### config.mk
export PLATFORM = sky130hd
export DESIGN_NAME = modt_sequencer
export DESIGN_NICKNAME = d
export VERILOG_FILES = /design/src/modt_pkg.sv /design/src/modt_decode.sv /design/src/modt_cycle_counter.sv /design/src/modt_sequencer.sv
export SDC_FILE = /design/constraint.sdc
export NUM_CORES = 1
export LEC_CHECK = 0
export BUFFER_PORTS_ARGS = -buffer_cell sky130_fd_sc_hd__buf_2
export CAP_MARGIN = 20
export CORE_MARGIN = 5
export CORE_UTILIZATION = 30
export DETAILED_ROUTE_END_ITERATION = 16
export MAX_ROUTING_LAYER = met4
export PLACE_DENSITY = 0.45
export RECOVER_POWER = 100
export SETUP_SLACK_MARGIN = 0.5
export SYNTH_ARGS = -nofsm -noshare
export SYNTH_HDL_FRONTEND = slang
export SYNTH_SLANG_ARGS = --single-unit
### constraint.sdc
create_clock -name clk_i -period 4.2 [get_ports clk_i]
set_input_delay 1.05 -clock clk_i [delete_from_list [all_inputs] [get_ports clk_i]]
set_output_delay 1.05 -clock clk_i [all_outputs]
set_load 0.03 [all_outputs]
### src/modt_pkg.sv
// package: instruction classes, opcode decode table and sequencer constants
// Summary of operation
// - add: 28-2F bank, 25 direct, 26-27 indirect, 24 immediate.
// - sum_with_carry_in: 38-3F bank one cycle, 35 and 34 two bytes two cycles.
// - subtract_with_borrow: 98-9F bank one cycle, 95 and 94 two bytes two cycles.
// - bitwise_and_op: 58-5F one cycle, 55 two cycles, 53 three bytes three cycles.
// - bitwise_or_op: 48-4F one cycle, 44 two cycles, 43 three bytes three cycles.
// - bitwise_xor_op: 68-6F one cycle, 64 two cycles, 63 three bytes three cycles.
// - rotates 23, 33, 03, 13 are one byte, one cycle each.
// - nibble swap C4 is one byte taking four cycles.
// - carry bit logic 82, B0, A0, 72 are two bytes, two cycles.
// - carry to bit 92 two bytes three cycles; bit to carry A2 two cycles.
// - data_pointer_16 load 90 is three bytes, three cycles.
// - code_byte_fetch 93 takes seven cycles, 83 takes eight, both one byte.
// - external_ram_move reads E2-E3 5, E0 6; writes F2-F3 4, F0 5 cycles.
// - stack store C0 five cycles, stack load D0 four cycles, two bytes.
// - low_nibble_exchange D6-D7 is one byte taking four cycles.
// - short_relative_jump 80 is two bytes taking four cycles.
// - acc_indexed_jump 73 is one byte taking six cycles.
// - bit branches 10, 20, 30: three bytes, four untaken, six taken.
// - compare_branch_unequal B5, B4, B8-BF, B6-B7: four untaken, six taken.
// - decrement_branch_nonzero D8-DF 2 bytes 3/5; D5 3 bytes 4/6.
// - carry branches 40, 50 take 2/4; acc zero branches 60, 70 take 3/5.
`default_nettype none
package modt_pkg;
  localparam int CYC_W = 4;
  localparam int N_ENTRY = 67;
  localparam logic [15:0] PC_RESET = 16'h0000;
  localparam logic [1:0] UNK_LEN = 2'h1;
  localparam logic [3:0] UNK_CYC = 4'h1;
  localparam logic [7:0] M1 = 8'hFF; // one exact opcode
  localparam logic [7:0] MP = 8'hFE; // indirect_pointer_register pair
  localparam logic [7:0] MB = 8'hF8; // eight bank_register forms

  typedef enum logic [4:0] {
    K_UNKNOWN, K_NO_OPERATION, K_ADD, K_SUMC, K_SUBBOR, K_AND, K_OR, K_XOR,
    K_ROTATE, K_SWAP, K_CBIT, K_BMOVE, K_DPLOAD, K_CODEFETCH, K_XRAM,
    K_STACK, K_NIBXCH, K_JUMP, K_BRANCH
  } modt_class_e;

  // code, mask, class, bytes, untaken cycles, taken cycles
  typedef struct packed {
    logic [7:0] code;
    logic [7:0] mask;
    modt_class_e klass;
    logic [1:0] len;
    logic [3:0] cyc_nt;
    logic [3:0] cyc_t;
  } modt_entry_s;

  localparam modt_entry_s DEC_TABLE [N_ENTRY] = '{
    '{8'h28, MB, K_ADD, 2'h1, 4'h1, 4'h1},
    '{8'h25, M1, K_ADD, 2'h2, 4'h2, 4'h2},
    '{8'h26, MP, K_ADD, 2'h1, 4'h2, 4'h2},
    '{8'h24, M1, K_ADD, 2'h2, 4'h2, 4'h2},
    '{8'h38, MB, K_SUMC, 2'h1, 4'h1, 4'h1},
    '{8'h35, M1, K_SUMC, 2'h2, 4'h2, 4'h2},
    '{8'h36, MP, K_SUMC, 2'h1, 4'h2, 4'h2},
    '{8'h34, M1, K_SUMC, 2'h2, 4'h2, 4'h2},
    '{8'h98, MB, K_SUBBOR, 2'h1, 4'h1, 4'h1},
    '{8'h95, M1, K_SUBBOR, 2'h2, 4'h2, 4'h2},
    '{8'h96, MP, K_SUBBOR, 2'h1, 4'h2, 4'h2},
    '{8'h94, M1, K_SUBBOR, 2'h2, 4'h2, 4'h2},
    '{8'h58, MB, K_AND, 2'h1, 4'h1, 4'h1},
    '{8'h55, M1, K_AND, 2'h2, 4'h2, 4'h2},
    '{8'h56, MP, K_AND, 2'h1, 4'h2, 4'h2},
    '{8'h54, M1, K_AND, 2'h2, 4'h2, 4'h2},
    '{8'h52, M1, K_AND, 2'h2, 4'h3, 4'h3},
    '{8'h53, M1, K_AND, 2'h3, 4'h3, 4'h3},
    '{8'h48, MB, K_OR, 2'h1, 4'h1, 4'h1},
    '{8'h45, M1, K_OR, 2'h2, 4'h2, 4'h2},
    '{8'h46, MP, K_OR, 2'h1, 4'h2, 4'h2},
    '{8'h44, M1, K_OR, 2'h2, 4'h2, 4'h2},
    '{8'h42, M1, K_OR, 2'h2, 4'h3, 4'h3},
    '{8'h43, M1, K_OR, 2'h3, 4'h3, 4'h3},
    '{8'h68, MB, K_XOR, 2'h1, 4'h1, 4'h1},
    '{8'h65, M1, K_XOR, 2'h2, 4'h2, 4'h2},
    '{8'h66, MP, K_XOR, 2'h1, 4'h2, 4'h2},
    '{8'h64, M1, K_XOR, 2'h2, 4'h2, 4'h2},
    '{8'h62, M1, K_XOR, 2'h2, 4'h3, 4'h3},
    '{8'h63, M1, K_XOR, 2'h3, 4'h3, 4'h3},
    '{8'h23, M1, K_ROTATE, 2'h1, 4'h1, 4'h1},
    '{8'h33, M1, K_ROTATE, 2'h1, 4'h1, 4'h1},
    '{8'h03, M1, K_ROTATE, 2'h1, 4'h1, 4'h1},
    '{8'h13, M1, K_ROTATE, 2'h1, 4'h1, 4'h1},
    '{8'hC4, M1, K_SWAP, 2'h1, 4'h4, 4'h4},
    '{8'h82, M1, K_CBIT, 2'h2, 4'h2, 4'h2},
    '{8'hB0, M1, K_CBIT, 2'h2, 4'h2, 4'h2},
    '{8'hA0, M1, K_CBIT, 2'h2, 4'h2, 4'h2},
    '{8'h72, M1, K_CBIT, 2'h2, 4'h2, 4'h2},
    '{8'h92, M1, K_BMOVE, 2'h2, 4'h3, 4'h3},
    '{8'hA2, M1, K_BMOVE, 2'h2, 4'h2, 4'h2},
    '{8'h90, M1, K_DPLOAD, 2'h3, 4'h3, 4'h3},
    '{8'h93, M1, K_CODEFETCH, 2'h1, 4'h7, 4'h7},
    '{8'h83, M1, K_CODEFETCH, 2'h1, 4'h8, 4'h8},
    '{8'hE2, MP, K_XRAM, 2'h1, 4'h5, 4'h5},
    '{8'hE0, M1, K_XRAM, 2'h1, 4'h6, 4'h6},
    '{8'hF2, MP, K_XRAM, 2'h1, 4'h4, 4'h4},
    '{8'hF0, M1, K_XRAM, 2'h1, 4'h5, 4'h5},
    '{8'hC0, M1, K_STACK, 2'h2, 4'h5, 4'h5},
    '{8'hD0, M1, K_STACK, 2'h2, 4'h4, 4'h4},
    '{8'hD6, MP, K_NIBXCH, 2'h1, 4'h4, 4'h4},
    '{8'h80, M1, K_JUMP, 2'h2, 4'h4, 4'h4},
    '{8'h73, M1, K_JUMP, 2'h1, 4'h6, 4'h6},
    '{8'h10, M1, K_BRANCH, 2'h3, 4'h4, 4'h6},
    '{8'h20, M1, K_BRANCH, 2'h3, 4'h4, 4'h6},
    '{8'h30, M1, K_BRANCH, 2'h3, 4'h4, 4'h6},
    '{8'hB5, M1, K_BRANCH, 2'h3, 4'h4, 4'h6},
    '{8'hB4, M1, K_BRANCH, 2'h3, 4'h4, 4'h6},
    '{8'hB8, MB, K_BRANCH, 2'h3, 4'h4, 4'h6},
    '{8'hB6, MP, K_BRANCH, 2'h3, 4'h4, 4'h6},
    '{8'hD8, MB, K_BRANCH, 2'h2, 4'h3, 4'h5},
    '{8'hD5, M1, K_BRANCH, 2'h3, 4'h4, 4'h6},
    '{8'h40, M1, K_BRANCH, 2'h2, 4'h2, 4'h4},
    '{8'h50, M1, K_BRANCH, 2'h2, 4'h2, 4'h4},
    '{8'h60, M1, K_BRANCH, 2'h2, 4'h3, 4'h5},
    '{8'h70, M1, K_BRANCH, 2'h2, 4'h3, 4'h5},
    '{8'h00, M1, K_NO_OPERATION, 2'h1, 4'h1, 4'h1}
  };
endpackage
`default_nettype wire

### src/modt_decode.sv
// opcode lookup: class, length and cycle counts of one opcode byte
`timescale 1ns/1ns
`default_nettype none
module modt_decode (
  input wire logic [7:0] op_i,
  output var modt_pkg::modt_class_e klass_o,
  output logic [1:0] len_o,
  output logic [3:0] cyc_nt_o,
  output logic [3:0] cyc_t_o,
  output logic unknown_o
);
  // table search; opcodes not in the table run as one byte, one cycle
  always_comb begin
    klass_o = modt_pkg::K_UNKNOWN;
    len_o = modt_pkg::UNK_LEN;
    cyc_nt_o = modt_pkg::UNK_CYC;
    cyc_t_o = modt_pkg::UNK_CYC;
    unknown_o = 1'b1;
    for (int i = 0; i < modt_pkg::N_ENTRY; i++) begin
      if ((op_i & modt_pkg::DEC_TABLE[i].mask) == modt_pkg::DEC_TABLE[i].code) begin
        klass_o = modt_pkg::DEC_TABLE[i].klass;
        len_o = modt_pkg::DEC_TABLE[i].len;
        cyc_nt_o = modt_pkg::DEC_TABLE[i].cyc_nt;
        cyc_t_o = modt_pkg::DEC_TABLE[i].cyc_t;
        unknown_o = 1'b0;
      end
    end
  end
endmodule
`default_nettype wire

### src/modt_cycle_counter.sv
// saturating count of cycles since an instruction's opcode was taken
`timescale 1ns/1ns
`default_nettype none
module modt_cycle_counter #(
  parameter int W = modt_pkg::CYC_W
) (
  input wire logic clk_i,
  input wire logic rst_i,
  input wire logic start_i,
  output logic [W-1:0] count_o
);
  typedef struct packed {
    logic [W-1:0] cnt;
  } modt_cnt_s;

  localparam logic [W-1:0] ONE = W'(1);

  modt_cnt_s s;
  modt_cnt_s next_s;

  // saturates so a long operand stall cannot wrap the count back to zero
  always_comb begin
    next_s = s;
    if (start_i) begin
      next_s.cnt = ONE;
    end else if (s.cnt != '1) begin
      next_s.cnt = s.cnt + ONE;
    end
  end

  always_ff @(posedge clk_i) begin
    if (rst_i) begin
      s <= '0;
    end else begin
      s <= next_s;
    end
  end

  assign count_o = s.cnt;
endmodule
`default_nettype wire

### src/modt_sequencer.sv
// instruction sequencer: opcode and operand fetch, decode, cycle timing
`timescale 1ns/1ns
`default_nettype none
module modt_sequencer #(
  parameter logic [15:0] PC_START = modt_pkg::PC_RESET
) (
  input wire logic clk_i,
  input wire logic rst_i,
  input wire logic [7:0] code_data_i,
  input wire logic code_valid_i,
  input wire logic branch_cond_i,
  output logic code_req_o,
  output logic [15:0] pc_o,
  output logic [7:0] opcode_o,
  output logic [7:0] operand1_o,
  output logic [7:0] operand2_o,
  output var modt_pkg::modt_class_e instr_class_o,
  output logic [1:0] instr_len_o,
  output logic [3:0] instr_cycles_o,
  output logic branch_taken_o,
  output logic unknown_o,
  output logic busy_o,
  output logic instr_done_o
);
  typedef enum logic [1:0] {ST_START, ST_OPCODE, ST_OPERAND, ST_EXEC} modt_state_e;

  typedef struct packed {
    modt_state_e st;
    logic req;
    logic [15:0] pc;
    logic [7:0] op;
    logic [7:0] o1;
    logic [7:0] o2;
    modt_pkg::modt_class_e klass;
    logic [1:0] len;
    logic [1:0] left;
    logic [3:0] cyc_nt;
    logic [3:0] cyc_t;
    logic [3:0] cycles;
    logic cond;
    logic taken;
    logic unk;
    logic busy;
    logic done;
  } modt_seq_s;

  modt_seq_s s;
  modt_seq_s next_s;
  logic accept;
  logic start;
  logic [4:0] elapsed;
  logic [3:0] count;
  modt_pkg::modt_class_e d_klass;
  logic [1:0] d_len;
  logic [3:0] d_nt;
  logic [3:0] d_t;
  logic d_unk;

  modt_decode u_decode (
    .op_i(code_data_i),
    .klass_o(d_klass),
    .len_o(d_len),
    .cyc_nt_o(d_nt),
    .cyc_t_o(d_t),
    .unknown_o(d_unk)
  );

  modt_cycle_counter #(
    .W(modt_pkg::CYC_W)
  ) u_count (
    .clk_i(clk_i),
    .rst_i(rst_i),
    .start_i(start),
    .count_o(count)
  );

  // fetch, capture and timing; the opcode cycle is cycle 0 of the instruction
  always_comb begin
    next_s = s;
    next_s.done = 1'b0;
    accept = s.req && code_valid_i;
    start = 1'b0;
    elapsed = {1'b0, count};
    case (s.st)
      ST_START: begin
        next_s.st = ST_OPCODE;
      end
      ST_OPCODE: begin
        elapsed = 5'h00;
        if (accept) begin
          start = 1'b1;
          next_s.st = ST_OPERAND;
          next_s.op = code_data_i;
          next_s.o1 = 8'h00;
          next_s.o2 = 8'h00;
          next_s.klass = d_klass;
          next_s.len = d_len;
          next_s.left = d_len - 2'h1;
          next_s.cyc_nt = d_nt;
          next_s.cyc_t = d_t;
          next_s.cond = d_t != d_nt;
          next_s.taken = 1'b0;
          next_s.unk = d_unk;
        end
      end
      ST_OPERAND: begin
        if (accept) begin
          if (s.left == s.len - 2'h1) begin
            next_s.o1 = code_data_i;
          end else begin
            next_s.o2 = code_data_i;
          end
          next_s.left = s.left - 2'h1;
        end
      end
      default: begin
      end
    endcase
    // every code byte taken moves the program counter on by one
    if (accept) begin
      next_s.pc = s.pc + 16'h0001;
    end
    // branch outcome is sampled with the last byte of the instruction
    if (accept && s.st != ST_START && next_s.left == 2'h0) begin
      next_s.st = ST_EXEC;
      next_s.taken = next_s.cond && branch_cond_i;
    end
    next_s.cycles = next_s.taken ? next_s.cyc_t : next_s.cyc_nt;
    // next opcode only once the documented count has run out
    if (next_s.st == ST_EXEC && (elapsed + 5'h01) >= {1'b0, next_s.cycles}) begin
      next_s.st = ST_OPCODE;
      next_s.done = 1'b1;
    end
    next_s.req = next_s.st == ST_OPCODE || next_s.st == ST_OPERAND;
    next_s.busy = next_s.st == ST_OPERAND || next_s.st == ST_EXEC;
  end

  always_ff @(posedge clk_i) begin
    if (rst_i) begin
      s <= '0;
      s.pc <= PC_START;
    end else begin
      s <= next_s;
    end
  end

  // all outputs come straight from the state register
  assign code_req_o = s.req;
  assign pc_o = s.pc;
  assign opcode_o = s.op;
  assign operand1_o = s.o1;
  assign operand2_o = s.o2;
  assign instr_class_o = s.klass;
  assign instr_len_o = s.len;
  assign instr_cycles_o = s.cycles;
  assign branch_taken_o = s.taken;
  assign unknown_o = s.unk;
  assign busy_o = s.busy;
  assign instr_done_o = s.done;
endmodule
`default_nettype wire

==> results.toml <==
[synth]
ys_types = 70
yosysTopAreaCell = "dfxtp_1"
ys_seq_area_share_pct = 32.8
ys_warn_count = 0
yosysTopAreaCellShare_pct = 32.8
async_reset_ff_share_pct = 0
ys.flop_type = "dfxtp_1"
synth_area_sq_um = 4390
netlist_instances = 569
synth-seq-cells = 72
synth-edff-count = 0
syn_nets = 591
synthTopCellsByArea = "dfxtp_1 (33%), buf_4 (8.7%), nor2_1 (6.2%)"
avgSynthCellArea_sq_um = 7.72

[global_routing]
grt_pass1_wl_microns = 21800
first_global_vias = 4174
overflow = 0
antenna_found_initial = 0
grt_max_degree = 40
track_usage_pct = 16.6

[sta]
slew_headroom_pct = 41.1
hold_ws_ns = 0.455
post-route-period-util_pct = 98.1
fmax_ghz = 0.243
rsz0062_at_grt = "yes"
setup_viol = 0
finalMaxSlewViolations = 0
worst_pin_slew_ns = 0.883
period_needed_ns = 4.12
setup_slack_ns = 0.0790
skew_ns = 0.00326
final-hold-violation-count = 0

[floorplanning]
die_area_sq_um = 17200
start_util_pct = 30.5
io_pins = 68
rows = 44
fp.dieW_microns = 131
core_sq_um = 14400
die_h_microns = 131

[drt]
wire_per_inst_microns = 16.1
vias_per_cell = 5.07
vias = 4232
wl_microns = 13500
drt_drc_violations_left = 0
ant_nets = 0
dr.pass1.iters = 5
drt-initial-drc-count = 301

[hold_path]
holdCritStartpoint = "instr_class_o[3]"
holdPathEnd = "instr_class_o[3]"
holdCritPathClass = "flip-flop to flip-flop"
hold-path-cell-count = 2

[critical_path]
cp.arrival_ns = 4.38
worstPathRequired_ns = 4.46
start_kind = "input pin"
rr_worst_depth = 18
worstSetupEndpointType = "flip-flop"
rr_endpoint = "s[68]"
path_max_fanout = 3
r2r_slack_ns = 0.30
critPathKind = "input pin to flip-flop"
timing.rr.start = "s[68]"

[run]
maxCapViolations = 0

[layout]
fin_util_pct = 37.6
antennaDiodeCount = 0
drive_above_1_share_pct = 20.6
area_growth_pct = 23.4
final_nets = 668
final_common_cell = "buf_4"
final_cell_mix = "buf_4 (85), nor2_1 (72), dfxtp_1 (72), nand2_1 (62), clkbuf_1 (61)"

[power]
ir_drop_mv = 0.216
power_mw = 2.12
power_density_nw_per_um2 = 391
leakage_nw = 2.11

[clocking]
cts_made_buffers = 9
cts_tree = "built"
htreeDepth = 3
clkTransAtPathRegs_ns = 0.06
root_buffer = "clkbuf_16"
cts_buffer_depth = 2
clock_sinks = 72
clk_latency_ns = 0.33

[place]
place_ws_ns = -0.321
place_congestion = 0.895
io_buffers = 67
place_hpwl_microns = 10000

[status]
status = "finished, final reports clean"
-- through the flow --
stage,instance area (sq um),cells,setup TNS [ns]
floorplan,4440,569,-0.312
global placement,5080,811,-0.722
detailed placement,5080,811,-0.905
CTS,5470,833,0
global route,5420,835,-0.0861
finish,5420,835,0
-- worst max-delay path, stage by stage --
cell,delay (ns)
buf_6,0.09
or4_4,0.52
or3_4,0.42
buf_6,0.13
o21a_1,0.12
nand3_2,0.11
o211a_4,0.18
nor2_4,0.04
a311oi_4,0.24
mux2i_1,0.27
o21ai_1,0.11
ha_1,0.28
nand2b_4,0.13
a21o_1,0.14
a21o_1,0.18
a21oi_4,0.17
nor2_1,0.06
nor3_1,0.13
-- cells by family (layout without fill, tap and decap cells) --
kind of cell	after synthesis	in the layout	synth area share [%]
multiplexers	7	7	1.74
AO/OA/AOI/OAI	133	133	20.5
buffers and inverters	98	180	13.0
flip-flops	72	72	32.8
XOR/XNOR	19	19	3.79
AND/OR/NAND/NOR	230	230	25.3
adder cells (fa/ha/maj)	10	10	2.85
-- final cells by class --
| cell class | instances | area (sq um) |
|---|---|---|
| clock buffer | 12 | 246 |
| clock inverter | 4 | 51.3 |
| inverter | 8 | 30.0 |
| multi-input combinational | 399 | 2470 |
| sequential | 72 | 1440 |
| timing repair buffer | 156 | 953 |
| tap | 184 | 230 |
| fill | 1573 | 9000 |
-- timing repair --
action	in CTS	in global routing
gates resized for setup	7	3
hold buffers	0	0
pin swaps	4	3
setup endpoints to repair	3	3
buffers inserted	6	2
-- worst max path at each step --
stage	slack, ns	end	start
global route	-0.08	s[68]	code_data_i[1]
CTS	0.06	s[68]	code_data_i[1]
global placement	-0.26	code_req_o	code_data_i[1]
floorplan	-0.12	s[68]	code_data_i[1]
detailed placement	-0.32	code_req_o	code_data_i[1]
finish	0.08	s[68]	code_data_i[1]
-- routing by layer --
metal | track usage [%] | share of wire (%) | vias to the layer above
li1 | - | - | 2113
met1 | 22.5 | 48 | 1984
met5 | - | 0 | -
met4 | 4.48 | 1.6 | 0
met3 | 3.46 | 5.0 | 13
met2 | 25.2 | 45 | 122
-- power by group --
part,switching [mW],internal (mW)
logic,0.352,0.228
registers,0.0305,0.728
clock network,0.302,0.478
-- sequential cells by signal, indices dropped and copies added, names as in the netlist --
register         count
operand1_o           8
s                   13
unknown_o            1
instr_cycles_o       4
instr_len_o          2
opcode_o             8
u_count.count_o      4
code_req_o           1
instr_class_o        5
pc_o                16
branch_taken_o       1
instr_done_o         1
operand2_o           8
-- Yosys cell counts (4+ instances only) --
master    instances
a31oi_1           8
nand2b_1          7
a21oi_1          36
nor3_1           15
dfxtp_1          72
o32ai_1           4
nand4_1           9
a211oi_1          4
o21ai_0          18
a22o_1            4
nor4_1            5
buf_1            10
a22oi_1          20
clkbuf_1         23
nand3_1          19
nor2_1           72
xor2_1           13
o22ai_1           6
a21o_1            4
and3_1            6
ha_1             10
nor2b_1          11
xnor2_1           6
buf_4            51
mux2i_1           5
buf_2             5
inv_1             8
nand2_1          62
No activity file was read; power rests on OpenSTA's default activity.
